### src/include/serial_port_pkg.sv
// constants, encodings and pin carriers for the serial port block
package serial_port_pkg;
  // register byte addresses on the wishbone slave
  localparam logic [3:0] ADDR_CTRL_A = 4'h0;
  localparam logic [3:0] ADDR_CTRL_B = 4'h4;
  localparam logic [3:0] ADDR_DATA = 4'h8;
  // serial_port_control_a field positions
  localparam int CA_MODE_MSB = 7;
  localparam int CA_MODE_LSB = 5;
  localparam int CA_ENABLE = 1;
  localparam int CA_INCOMPLETE = 0;
  // serial_port_control_b field positions
  localparam int CB_POLARITY = 5;
  localparam int CB_EDGE = 4;
  localparam int CB_ORDER = 3;
  localparam int CB_SEL_EN = 2;
  localparam int CB_COLLISION = 1;
  localparam int CB_COMPLETE = 0;
  // port_mode_select encodings
  localparam logic [2:0] MODE_DIV4 = 3'h0;
  localparam logic [2:0] MODE_DIV16 = 3'h1;
  localparam logic [2:0] MODE_DIV64 = 3'h2;
  localparam logic [2:0] MODE_SUB = 3'h3;
  localparam logic [2:0] MODE_TIMER = 3'h4;
  localparam logic [2:0] MODE_SLAVE = 3'h5;
  localparam logic [1:0] MODE_OFF_TOP = 2'h3;
  // values after reset
  localparam logic [2:0] MODE_RESET = 3'h7;
  localparam logic [7:0] DATA_RESET = 8'h00;
  // half shift-clock periods in system clock cycles
  localparam logic [5:0] HALF_DIV4 = 6'h02;
  localparam logic [5:0] HALF_DIV16 = 6'h08;
  localparam logic [5:0] HALF_DIV64 = 6'h20;
  // clock edges and bits of one byte
  localparam logic [3:0] LAST_EDGE = 4'hF;
  localparam logic [2:0] LAST_BIT = 3'h7;
  // transfer engine states
  typedef enum logic [1:0] {XF_IDLE, XF_MASTER, XF_SLAVE} xfer_e;
  // levels sensed on the port pins
  typedef struct packed {
    logic sck;
    logic sdi;
    logic sel_n;
  } pin_in_s;
  // drive and function ownership of the port pins
  typedef struct packed {
    logic sck;
    logic sck_oe;
    logic sdo;
    logic sdo_oe;
    logic sdi_func;
    logic sel_func;
  } pin_out_s;
endpackage

### src/serial_port.sv
// serial master/slave port with wishbone register access
//
// The register addresses and the Wishbone register port are this design's own decisions.
`timescale 1ns/1ns
module serial_port
  import serial_port_pkg::*;
(
  // clock and reset
  input wire logic clk_i,
  input wire logic rst_i,
  // wishbone classic slave
  input wire logic cyc_i,
  input wire logic stb_i,
  input wire logic we_i,
  input wire logic [3:0] adr_i,
  input wire logic [3:0] sel_i,
  input wire logic [31:0] dat_i,
  output logic [31:0] dat_o,
  output logic ack_o,
  // master clock sources
  input wire logic sub_clk_i,
  input wire logic timer_match_i,
  // port pins
  input wire pin_in_s pins_i,
  output pin_out_s pins_o
);
  // register state
  logic [2:0] mode, next_mode;
  logic enable, next_enable;
  logic incomplete, next_incomplete;
  logic polarity, next_polarity;
  logic edge_sel, next_edge_sel;
  logic order, next_order;
  logic sel_en, next_sel_en;
  logic collision, next_collision;
  logic complete, next_complete;
  logic [7:0] data, next_data;
  // transfer engine state
  xfer_e state, next_state;
  logic [7:0] tx, next_tx;
  logic [7:0] rx, next_rx;
  logic [3:0] edge_cnt, next_edge_cnt;
  logic [2:0] bit_cnt, next_bit_cnt;
  logic captured, next_captured;
  logic [5:0] div_cnt, next_div_cnt;
  logic sck_q, next_sck_q;
  logic sck_in_q, next_sck_in_q;
  logic sub_q, next_sub_q;
  // bus answer state
  logic ack, next_ack;
  logic [31:0] rdata, next_rdata;

  // decoded controls and events
  logic port_on, is_slave, is_master, selected, cap_rising, tick;
  logic [5:0] half_lim;
  // write strobes
  logic req, wr_a, wr_b, wr_d;
  // serial edge events
  logic ev, ev_rise, ev_cap, tx_bit;
  // received byte after this capture
  logic [7:0] rx_new;
  // flag set requests
  logic set_complete, set_incomplete, set_collision;

  // mode decode and clock source selection
  always_comb begin
    port_on = enable && (mode[2:1] != MODE_OFF_TOP);
    is_slave = (mode == MODE_SLAVE);
    is_master = port_on && !is_slave;
    selected = !sel_en || !pins_i.sel_n;
    cap_rising = (polarity == edge_sel);
    tx_bit = order ? tx[7] : tx[0];
    half_lim = HALF_DIV4;
    tick = 1'b0;
    case (mode)
      MODE_DIV4: begin
        half_lim = HALF_DIV4;
        tick = (div_cnt == half_lim - 6'h01);
      end
      MODE_DIV16: begin
        half_lim = HALF_DIV16;
        tick = (div_cnt == half_lim - 6'h01);
      end
      MODE_DIV64: begin
        half_lim = HALF_DIV64;
        tick = (div_cnt == half_lim - 6'h01);
      end
      // sub clock: every change of level is half a shift period
      MODE_SUB: begin
        tick = (sub_clk_i != sub_q);
      end
      // timer: every match pulse is half a shift period
      MODE_TIMER: begin
        tick = timer_match_i;
      end
      // slave and off modes make no master clock
      default: begin
        tick = 1'b0;
      end
    endcase
  end

  // bus decode and serial clock edge classification
  always_comb begin
    req = cyc_i && stb_i && !ack;
    // register write strobes, low byte lane only
    wr_a = req && we_i && sel_i[0] && (adr_i == ADDR_CTRL_A);
    wr_b = req && we_i && sel_i[0] && (adr_i == ADDR_CTRL_B);
    wr_d = req && we_i && sel_i[0] && (adr_i == ADDR_DATA);
    if (is_master) begin
      // master edges come from its selected clock source
      ev = (state == XF_MASTER) && tick;
      ev_rise = !sck_q;
    end else begin
      // slave edges are changes of the clock pin level
      ev = port_on && selected && (pins_i.sck != sck_in_q);
      ev_rise = pins_i.sck;
    end
    ev_cap = (ev_rise == cap_rising);
    rx_new = order ? {rx[6:0], pins_i.sdi} : {pins_i.sdi, rx[7:1]};
  end

  // next values of registers, flags and transfer engine
  always_comb begin
    next_mode = mode;
    next_enable = enable;
    next_polarity = polarity;
    next_edge_sel = edge_sel;
    next_order = order;
    next_sel_en = sel_en;
    next_data = data;
    next_state = state;
    next_tx = tx;
    next_rx = rx;
    next_edge_cnt = edge_cnt;
    next_bit_cnt = bit_cnt;
    next_captured = captured;
    next_div_cnt = div_cnt;
    next_sck_q = sck_q;
    // pin and source levels of the previous cycle for edge detection
    next_sck_in_q = pins_i.sck;
    next_sub_q = sub_clk_i;
    set_complete = 1'b0;
    set_incomplete = 1'b0;
    set_collision = 1'b0;
    // control writes; unimplemented bits are not stored
    if (wr_a) begin
      next_mode = dat_i[CA_MODE_MSB:CA_MODE_LSB];
      next_enable = dat_i[CA_ENABLE];
    end
    if (wr_b) begin
      next_polarity = dat_i[CB_POLARITY];
      next_edge_sel = dat_i[CB_EDGE];
      next_order = dat_i[CB_ORDER];
      next_sel_en = dat_i[CB_SEL_EN];
    end
    // data write: load when idle, drop and flag when busy
    if (wr_d) begin
      if (state != XF_IDLE) begin
        set_collision = 1'b1;
      end else begin
        next_data = dat_i[7:0];
        next_tx = dat_i[7:0];
        if (is_master) begin
          next_state = XF_MASTER;
          next_edge_cnt = 4'h0;
          next_bit_cnt = 3'h0;
          next_captured = 1'b0;
          next_div_cnt = 6'h00;
        end
      end
    end
    // master divider runs only during a transfer
    if (state == XF_MASTER) begin
      next_div_cnt = tick ? 6'h00 : div_cnt + 6'h01;
    end
    // one clock edge of the byte, master or slave
    if (ev) begin
      if (is_master) begin
        next_sck_q = !sck_q;
        next_edge_cnt = edge_cnt + 4'h1;
      end else begin
        next_state = XF_SLAVE;
      end
      if (ev_cap) begin
        next_rx = rx_new;
        next_bit_cnt = bit_cnt + 3'h1;
        next_captured = 1'b1;
      end else if (captured) begin
        next_tx = order ? {tx[6:0], 1'b0} : {1'b0, tx[7:1]};
      end
      // byte end: master after last edge, slave after eighth capture
      if ((is_master && edge_cnt == LAST_EDGE) ||
          (!is_master && ev_cap && bit_cnt == LAST_BIT)) begin
        next_data = ev_cap ? rx_new : rx;
        set_complete = 1'b1;
        next_state = XF_IDLE;
        next_bit_cnt = 3'h0;
        next_captured = 1'b0;
        next_edge_cnt = 4'h0;
      end
    end
    // slave released mid byte by the select line
    if (state == XF_SLAVE && is_slave && port_on && sel_en && pins_i.sel_n) begin
      set_incomplete = 1'b1;
      set_complete = 1'b1;
      next_state = XF_IDLE;
      next_bit_cnt = 3'h0;
      next_captured = 1'b0;
    end
    // disabled port or idle master: hold engine quiet, clock at idle level
    if (!port_on) begin
      next_state = XF_IDLE;
      next_bit_cnt = 3'h0;
      next_captured = 1'b0;
      next_edge_cnt = 4'h0;
      next_div_cnt = 6'h00;
    end
    if (!port_on || state != XF_MASTER) begin
      next_sck_q = !next_polarity;
    end
    // sticky flags: hardware set wins over a software write
    next_incomplete = incomplete;
    next_collision = collision;
    next_complete = complete;
    // software writes put the written value in place
    if (wr_a) begin
      next_incomplete = dat_i[CA_INCOMPLETE];
    end
    if (wr_b) begin
      next_collision = dat_i[CB_COLLISION];
      next_complete = dat_i[CB_COMPLETE];
    end
    // hardware events come last so they win in a shared cycle
    if (set_incomplete) begin
      next_incomplete = 1'b1;
    end
    if (set_collision) begin
      next_collision = 1'b1;
    end
    if (set_complete) begin
      next_complete = 1'b1;
    end
  end

  // bus answer: one cycle after the request, read data registered
  always_comb begin
    next_ack = req;
    next_rdata = rdata;
    if (req) begin
      case (adr_i)
        // control a: mode, enable, incomplete; bits 4..2 read zero
        ADDR_CTRL_A: begin
          next_rdata = {24'h000000, mode, 3'h0, enable, incomplete};
        end
        // control b: bits 7..6 read zero
        ADDR_CTRL_B: begin
          next_rdata = {24'h000000, 2'h0, polarity, edge_sel, order, sel_en,
                        collision, complete};
        end
        // data register: last byte written or received
        ADDR_DATA: begin
          next_rdata = {24'h000000, data};
        end
        // unmapped addresses read zero
        default: begin
          next_rdata = 32'h00000000;
        end
      endcase
    end
  end

  // state registers
  always_ff @(posedge clk_i) begin
    if (rst_i) begin
      // control fields and flags
      mode <= MODE_RESET;
      enable <= 1'b0;
      incomplete <= 1'b0;
      polarity <= 1'b0;
      edge_sel <= 1'b0;
      order <= 1'b0;
      sel_en <= 1'b0;
      collision <= 1'b0;
      complete <= 1'b0;
      data <= DATA_RESET;
      // transfer engine
      state <= XF_IDLE;
      tx <= DATA_RESET;
      rx <= DATA_RESET;
      edge_cnt <= 4'h0;
      bit_cnt <= 3'h0;
      captured <= 1'b0;
      div_cnt <= 6'h00;
      // pin and source level history
      sck_q <= 1'b1;
      sck_in_q <= 1'b0;
      sub_q <= 1'b0;
      // bus answer
      ack <= 1'b0;
      rdata <= 32'h00000000;
    end else begin
      // control fields and flags
      mode <= next_mode;
      enable <= next_enable;
      incomplete <= next_incomplete;
      polarity <= next_polarity;
      edge_sel <= next_edge_sel;
      order <= next_order;
      sel_en <= next_sel_en;
      collision <= next_collision;
      complete <= next_complete;
      data <= next_data;
      // transfer engine
      state <= next_state;
      tx <= next_tx;
      rx <= next_rx;
      edge_cnt <= next_edge_cnt;
      bit_cnt <= next_bit_cnt;
      captured <= next_captured;
      div_cnt <= next_div_cnt;
      // pin and source level history
      sck_q <= next_sck_q;
      sck_in_q <= next_sck_in_q;
      sub_q <= next_sub_q;
      // bus answer
      ack <= next_ack;
      rdata <= next_rdata;
    end
  end

  // pin drive and ownership
  always_comb begin
    // master drives the clock at its idle level between bytes
    pins_o.sck = 1'b0;
    pins_o.sck_oe = 1'b0;
    if (is_master) begin
      pins_o.sck = sck_q;
      pins_o.sck_oe = 1'b1;
    end
    // data out: high while master idles, else the current transmit bit
    if (is_master && state != XF_MASTER) begin
      pins_o.sdo = 1'b1;
    end else begin
      pins_o.sdo = tx_bit;
    end
    // data out released by a deselected slave
    pins_o.sdo_oe = port_on && (is_master || selected);
    // pin function ownership
    pins_o.sdi_func = port_on;
    pins_o.sel_func = port_on && sel_en;
  end

  // bus outputs
  assign ack_o = ack;
  assign dat_o = rdata;
endmodule

### config.mk
export PLATFORM = sky130hd
export DESIGN_NAME = serial_port
export DESIGN_NICKNAME = d
export VERILOG_FILES = /design/src/include/serial_port_pkg.sv /design/src/serial_port.sv
export SDC_FILE = /design/constraint.sdc
export NUM_CORES = 1
export LEC_CHECK = 0
export BUFFER_PORTS_ARGS = -buffer_cell sky130_fd_sc_hd__buf_2
export CORE_ASPECT_RATIO = 1.4
export CORE_MARGIN = 2
export CORE_UTILIZATION = 54
export CTS_CLUSTER_DIAMETER = 60
export DETAILED_ROUTE_END_ITERATION = 10
export MAX_ROUTING_LAYER = met4
export PLACE_DENSITY_LB_ADDON = 0.1
export SETUP_SLACK_MARGIN = 0.2
export SLEW_MARGIN = 20
export SYNTH_ARGS = -nofsm -noshare
export SYNTH_HDL_FRONTEND = slang
export SYNTH_SLANG_ARGS = --single-unit
### constraint.sdc
create_clock -name clk_i -period 3.2 [get_ports clk_i]
set_clock_uncertainty 0.15 [all_clocks]
set_input_delay 0.64 -clock clk_i [delete_from_list [all_inputs] [get_ports clk_i]]
set_output_delay 0.64 -clock clk_i [all_outputs]
set_load 0.02 [all_outputs]
# Yosys cells after proc, flatten, opt, wreduce, memory -nomap -nowiden
# Index checks and enable logic that the tools add are counted.
# op_classes
mux	64
addsub	3
bitwise	1
n_reduce_logical	48
eq_ne	21
# ops
cell	count
$mux W8	12
$mux W6	5
$mux W1	26
$mux W4	6
$pmux W8 S3	1
$logic_and A1 B1 Y1	22
$mux W3	6
$reduce_bool A2 Y1	8
$mux W2	7
$eq A3 B3 Y1 const B	3
$eq A4 B4 Y1 const B	2
$logic_not A1 Y1	8
$add A6 B1 Y6 const B	1
$eq A3 B2 Y1 const B	2
$eq A6 B1 Y1 const B	1
$eq A6 B3 Y1 const B	1
$eq A6 B5 Y1 const B	1
$pmux W1 S5	1
$add A4 B1 Y4 const B	1
$eq A4 B3 Y1 const B	1
$logic_not A4 Y1	1
$logic_or A1 B1 Y1	4
$ne A2 B2 Y1 const B	2
$add A3 B1 Y3 const B	1
12 further kinds	14
# word_totals
elab_cells	159
reg_bits	87
out_inout_bits	39

# Longest topological paths before layout
# logic_depth
depth_word	12
ltp_mapped	9
mapped_depth_nobuf	7

# Worst setup path before layout
# No wires, ideal clock.
# synth_path
path_type	input to register
startpoint	input stb_i
endpoint	register tx[0]
setup_ns	0.096
required_ns	2.954
cell_stages	7
path_buffers	1
arrival_ns	2.241
path_slack_ns	0.713
cell_sequence	nand3b_1 -> nor4_2 -> nand3_2 -> buf_2 -> mux2i_1 -> a211o_2 -> o41ai_2
# synth_between
elab_chain_cells	9
# synth_lines
element	line_no	text
start, declared	serial_port.sv:13	input wire logic stb_i,
$logic_and A1 B1 Y1 * (2 in series)	serial_port.sv:105	req = cyc_i && stb_i && !ack;
$logic_and A1 B1 Y1 * (3 in series)	serial_port.sv:109	wr_d = req && we_i && sel_i[0] && (adr_i == ADDR_DATA);
$mux W8 *	serial_port.sv:158	if (wr_d) begin
$mux W8	serial_port.sv:189	end else if (captured) begin
$mux W8	serial_port.sv:185	if (ev_cap) begin
$mux W8 *	serial_port.sv:178	if (ev) begin
end signal, assigned	serial_port.sv:316	tx <= next_tx;
end, declared	serial_port.sv:40	logic [7:0] tx, next_tx;
# Mark *: on every way between the ends. The rest lies on a longest branch, timed or not.
# A chain may end at the register's enable or synchronous reset.

# Worst setup path in the final report
# layout_path
startpoint	register mode[1]
endpoint	register tx[7]
# layout_between
elab_chain_cells	7
elab_cells_between_ends	19
cone_classes	7 x eq/ne; 5 x mux; 7 x reduce/logical
# layout_lines
element	line_no	text
start, declared	serial_port.sv:28	logic [2:0] mode, next_mode;
start signal, assigned	serial_port.sv:304	mode <= next_mode;
$eq A3 B3 Y1 or $ne A2 B2 Y1 (tied branches)	serial_port.sv:68, serial_port.sv:67	
$logic_not A1 Y1 or $logic_and A1 B1 Y1 (tied branches)	serial_port.sv:69, serial_port.sv:67	
$logic_and A1 B1 Y1	serial_port.sv:69	is_master = port_on && !is_slave;
$mux W1	serial_port.sv:110	if (is_master) begin
$eq A1 B1 Y1	serial_port.sv:119	ev_cap = (ev_rise == cap_rising);
$mux W8	serial_port.sv:185	
$mux W8 *	serial_port.sv:178	
# Marks and branches as above.

==> reports/qor.tcl <==
set qor(post_cts.resized_instances) 0
set qor(final_period_minus_worst_setup_slack_ns) 2.66
set qor(critPathSlowestCell) {a2111oi_4}
set qor(post_cts_buffers) 0
set qor(maxSlewHeadroom) 0.591
set qor(clkTransAtPathRegs_ns) 0.07
set qor(initial_core_util) 0.556
set qor(outcome) {finished, final reports clean}
set qor(area.growth.synth_to_final_pct) 8.26
set qor(postSynthAreaPerCell_sq_um) 9.25
set qor(critical_path_fanout_max) 12
set qor(grt-ovfl-total) 0
set qor(htree_levels) 3
set qor(grt_first_pass_wirelength_microns) 13400
set qor(detail_route.vias_per_cell) 5.51
set qor(final_core_util) 0.602
set qor(clock_tree_from_tritoncts) {yes}
set qor(grt_setup_unrepaired) {false}
set qor(grt_use_total) 0.241
set qor(worst-path-buf-inv) 1
set qor(critical_path.startpoint_type) {flip-flop}
set qor(synth_area_leaders) {dfxtp_1, mux2i_1, buf_4, mux2_2, nor2_1}
set qor(cp_data_required_time_ns) 3.31
set qor(synthDominantAreaCellType) {dfxtp_1}
set qor(power_density_nw_per_um2) 365
set qor(critical-path-top-delay-family) {compound AO/OA/AOI/OAI gates}
set qor(ys_async_sr_fraction) 0
set qor(drt_first_pass_iters) 4
set qor(n_antenna_cell) 0
set qor(placed_cell_area_sq_um) 3830
set qor(synthesis.yosys.warnings) 0
set qor(place.detailed.hpwl_microns) 6190
set qor(first_iter_violations) 142
set qor(endpoint_kind) {flip-flop}
set qor(drv_cap) 0
set qor(synth.cell_area_sq_um) 3680
set qor(critPathKind) {reg2reg}
set qor(design.final.nets) 484
set qor(die_height_microns) 102
set qor(vias) 2892
set qor(cts-root-to-sink-buffers) 2
set qor(finalCritPeriodShare) 0.832
set qor(drive_gt1_frac) 0.261
set qor(min-delay-path-class) {reg2reg}
set qor(cts.root.buffer_cell) {clkbuf_8}
set qor(cp_cell_sequence) {o21ai_4, nand2_1, inv_1, a21oi_1, a2111oi_4, nand2_4, o31ai_2}
set qor(die_footprint_sq_um) 7500
set qor(dominantRegCellSynth) {dfxtp_1}
set qor(finalHoldViolCount) 0
set qor(cts_num_sinks) 63
set qor(critical_path_arrival_ns) 2.77
set qor(max-vdd-ir-drop_mv) 0.222
set qor(wire_per_inst_microns) 15.8
set qor(drt-total-wl_microns) 8270
set qor(coreArea_sq_um) 6610
set qor(synth_cell_types) 63
set qor(number_of_max_slew_violations_in_the_final_report) 0
set qor(max_clock_freq_ghz) 0.376
set qor(netlist.area_leader.share) 0.343
set qor(fp.dieW_microns) 73.8
set qor(num_io_pins) 89
set qor(grt_max_degree) 42
set qor(max_slew.worst_pin.slew_ns) 0.613
set qor(cts_inserted_buffers) 9
set qor(post_cts_hold_buffer_count) 0
set qor(fin_area_sq_um) 3980
set qor(route.detailed.drc) 0
set qor(antenna_violating_nets_post_route) 0
set qor(setup_viol_count_final) 0
set qor(clock_latency_ns) 0.34
set qor(mostFrequentLayoutCells) {dfxtp_1, mux2i_1, nor2_1, buf_2, conb_1}
set qor(mostFrequentLayoutCell) {dfxtp_1}
set qor(port_buffers) 37
set qor(crit_path_max_incr_delay_ns) 0.64
set qor(number_of_global_route_vias_before_repair) 2748
set qor(netlist_instances) 398
set qor(number_of_antenna_violations_at_the_first_check_in_global_routing) 0
set qor(finalSetupTns_ns) 0
set qor(synth-seq-cells) 63
set qor(synth-edff-count) 0
set qor(power_leakage_nw) 1.67
set qor(weighted_congestion_at_the_end_of_routability_driven_global_placement) 0.877
set qor(rows) 35
set qor(seq_total_area_yosys) 0.343
[report_power, final]
part	total (mW)	switching, mW	internal, mW	leakage, nW
registers	0.789	0.00194	0.787	0.508
clock network	0.567	0.300	0.266	0.0805
logic	0.0972	0.0708	0.0264	1.08
[area by class of cell]
class / count / area [sq um]
clock inverters: 5 / 27.5
clock buffers: 9 / 124
flip-flops and latches: 63 / 1260
inverters: 4 / 15.0
fillers: 608 / 2630
multi-input cells: 306 / 2190
repair buffers: 46 / 253
well taps: 92 / 115
[synthesized netlist by cell type (all sizes together) (3+ instances only)]
library cell / n
ha: 4
a22o: 3
nor3b: 5
nor2b: 9
xor2: 3
a21oi: 21
a211o: 5
clkbuf: 13
nand2: 20
mux2i: 41
or2: 5
a211oi: 15
nor2: 40
dfxtp: 63
buf: 35
xnor2: 7
nand3: 16
a22oi: 6
a31oi: 5
inv: 4
and3: 10
mux2: 17
nand3b: 6
o21ai: 13
nor3: 5
[worst register-to-register path, stage by stage (launching register included)]
cell and delay, ns:
dfxtp_1 0.44, o21ai_4 0.23, nand2_1 0.20, inv_1 0.26
a21oi_1 0.20, a2111oi_4 0.64, nand2_4 0.21, o31ai_2 0.24
[cell families (layout without fill, tap and decap cells)]
family / after synthesis / in the layout / synth area share
muxes: 58 / 58 / 0.167
and+or+nand+nor: 129 / 129 / 0.193
adders and majority gates: 4 / 4 / 0.0136
DFF: 63 / 63 / 0.343
AOI/OAI and AO/OA: 81 / 81 / 0.173
other: 1 / 24 / 0.00102
xor gates and xnor gates: 10 / 10 / 0.0238
buffers and inverters: 52 / 64 / 0.0860
[registers in the layout, indices dropped and copies added (netlist names), 2 cells and up]
register and cells:
dat_o 8, data 8, rx 8, tx 8, div_cnt 6, edge_cnt 4, bit_cnt 3, mode 3
state 2
[stage by stage]
stage	hold WS, ns	instances	worst slack [ns]	power [mW]
5_1_grt	0.358	525	0.357	1.50
3_5_place_dp	0.317	511	0.505	0.903
4_1_cts	0.327	525	0.552	1.47
2_1_floorplan	0.302	421	0.713	0.894
3_3_place_gp	0.311	511	0.497	0.903
6_report	0.324	525	0.538	1.45
[worst paths after layout]
path	startpoint	to	slack (ns)	depth (start not counted)
worst min register to register	bit_cnt[1]	bit_cnt[1]	0.32	2
worst min-delay path	bit_cnt[1]	bit_cnt[1]	0.32	2
worst max-delay path	mode[1]	tx[7]	0.54	7
worst max register to register	mode[1]	tx[7]	0.54	7
[per-layer routing]
layer | vias to the layer above | share of wire | GRT usage
li1 | 1445 | - | -
met1 | 1368 | 0.42 | 0.270
met2 | 65 | 0.53 | 0.411
met4 | 0 | 0.023 | 0.120
met5 | - | 0 | -
met3 | 14 | 0.027 | 0.0338
Note: power is estimated with default switching activity, not from simulation.
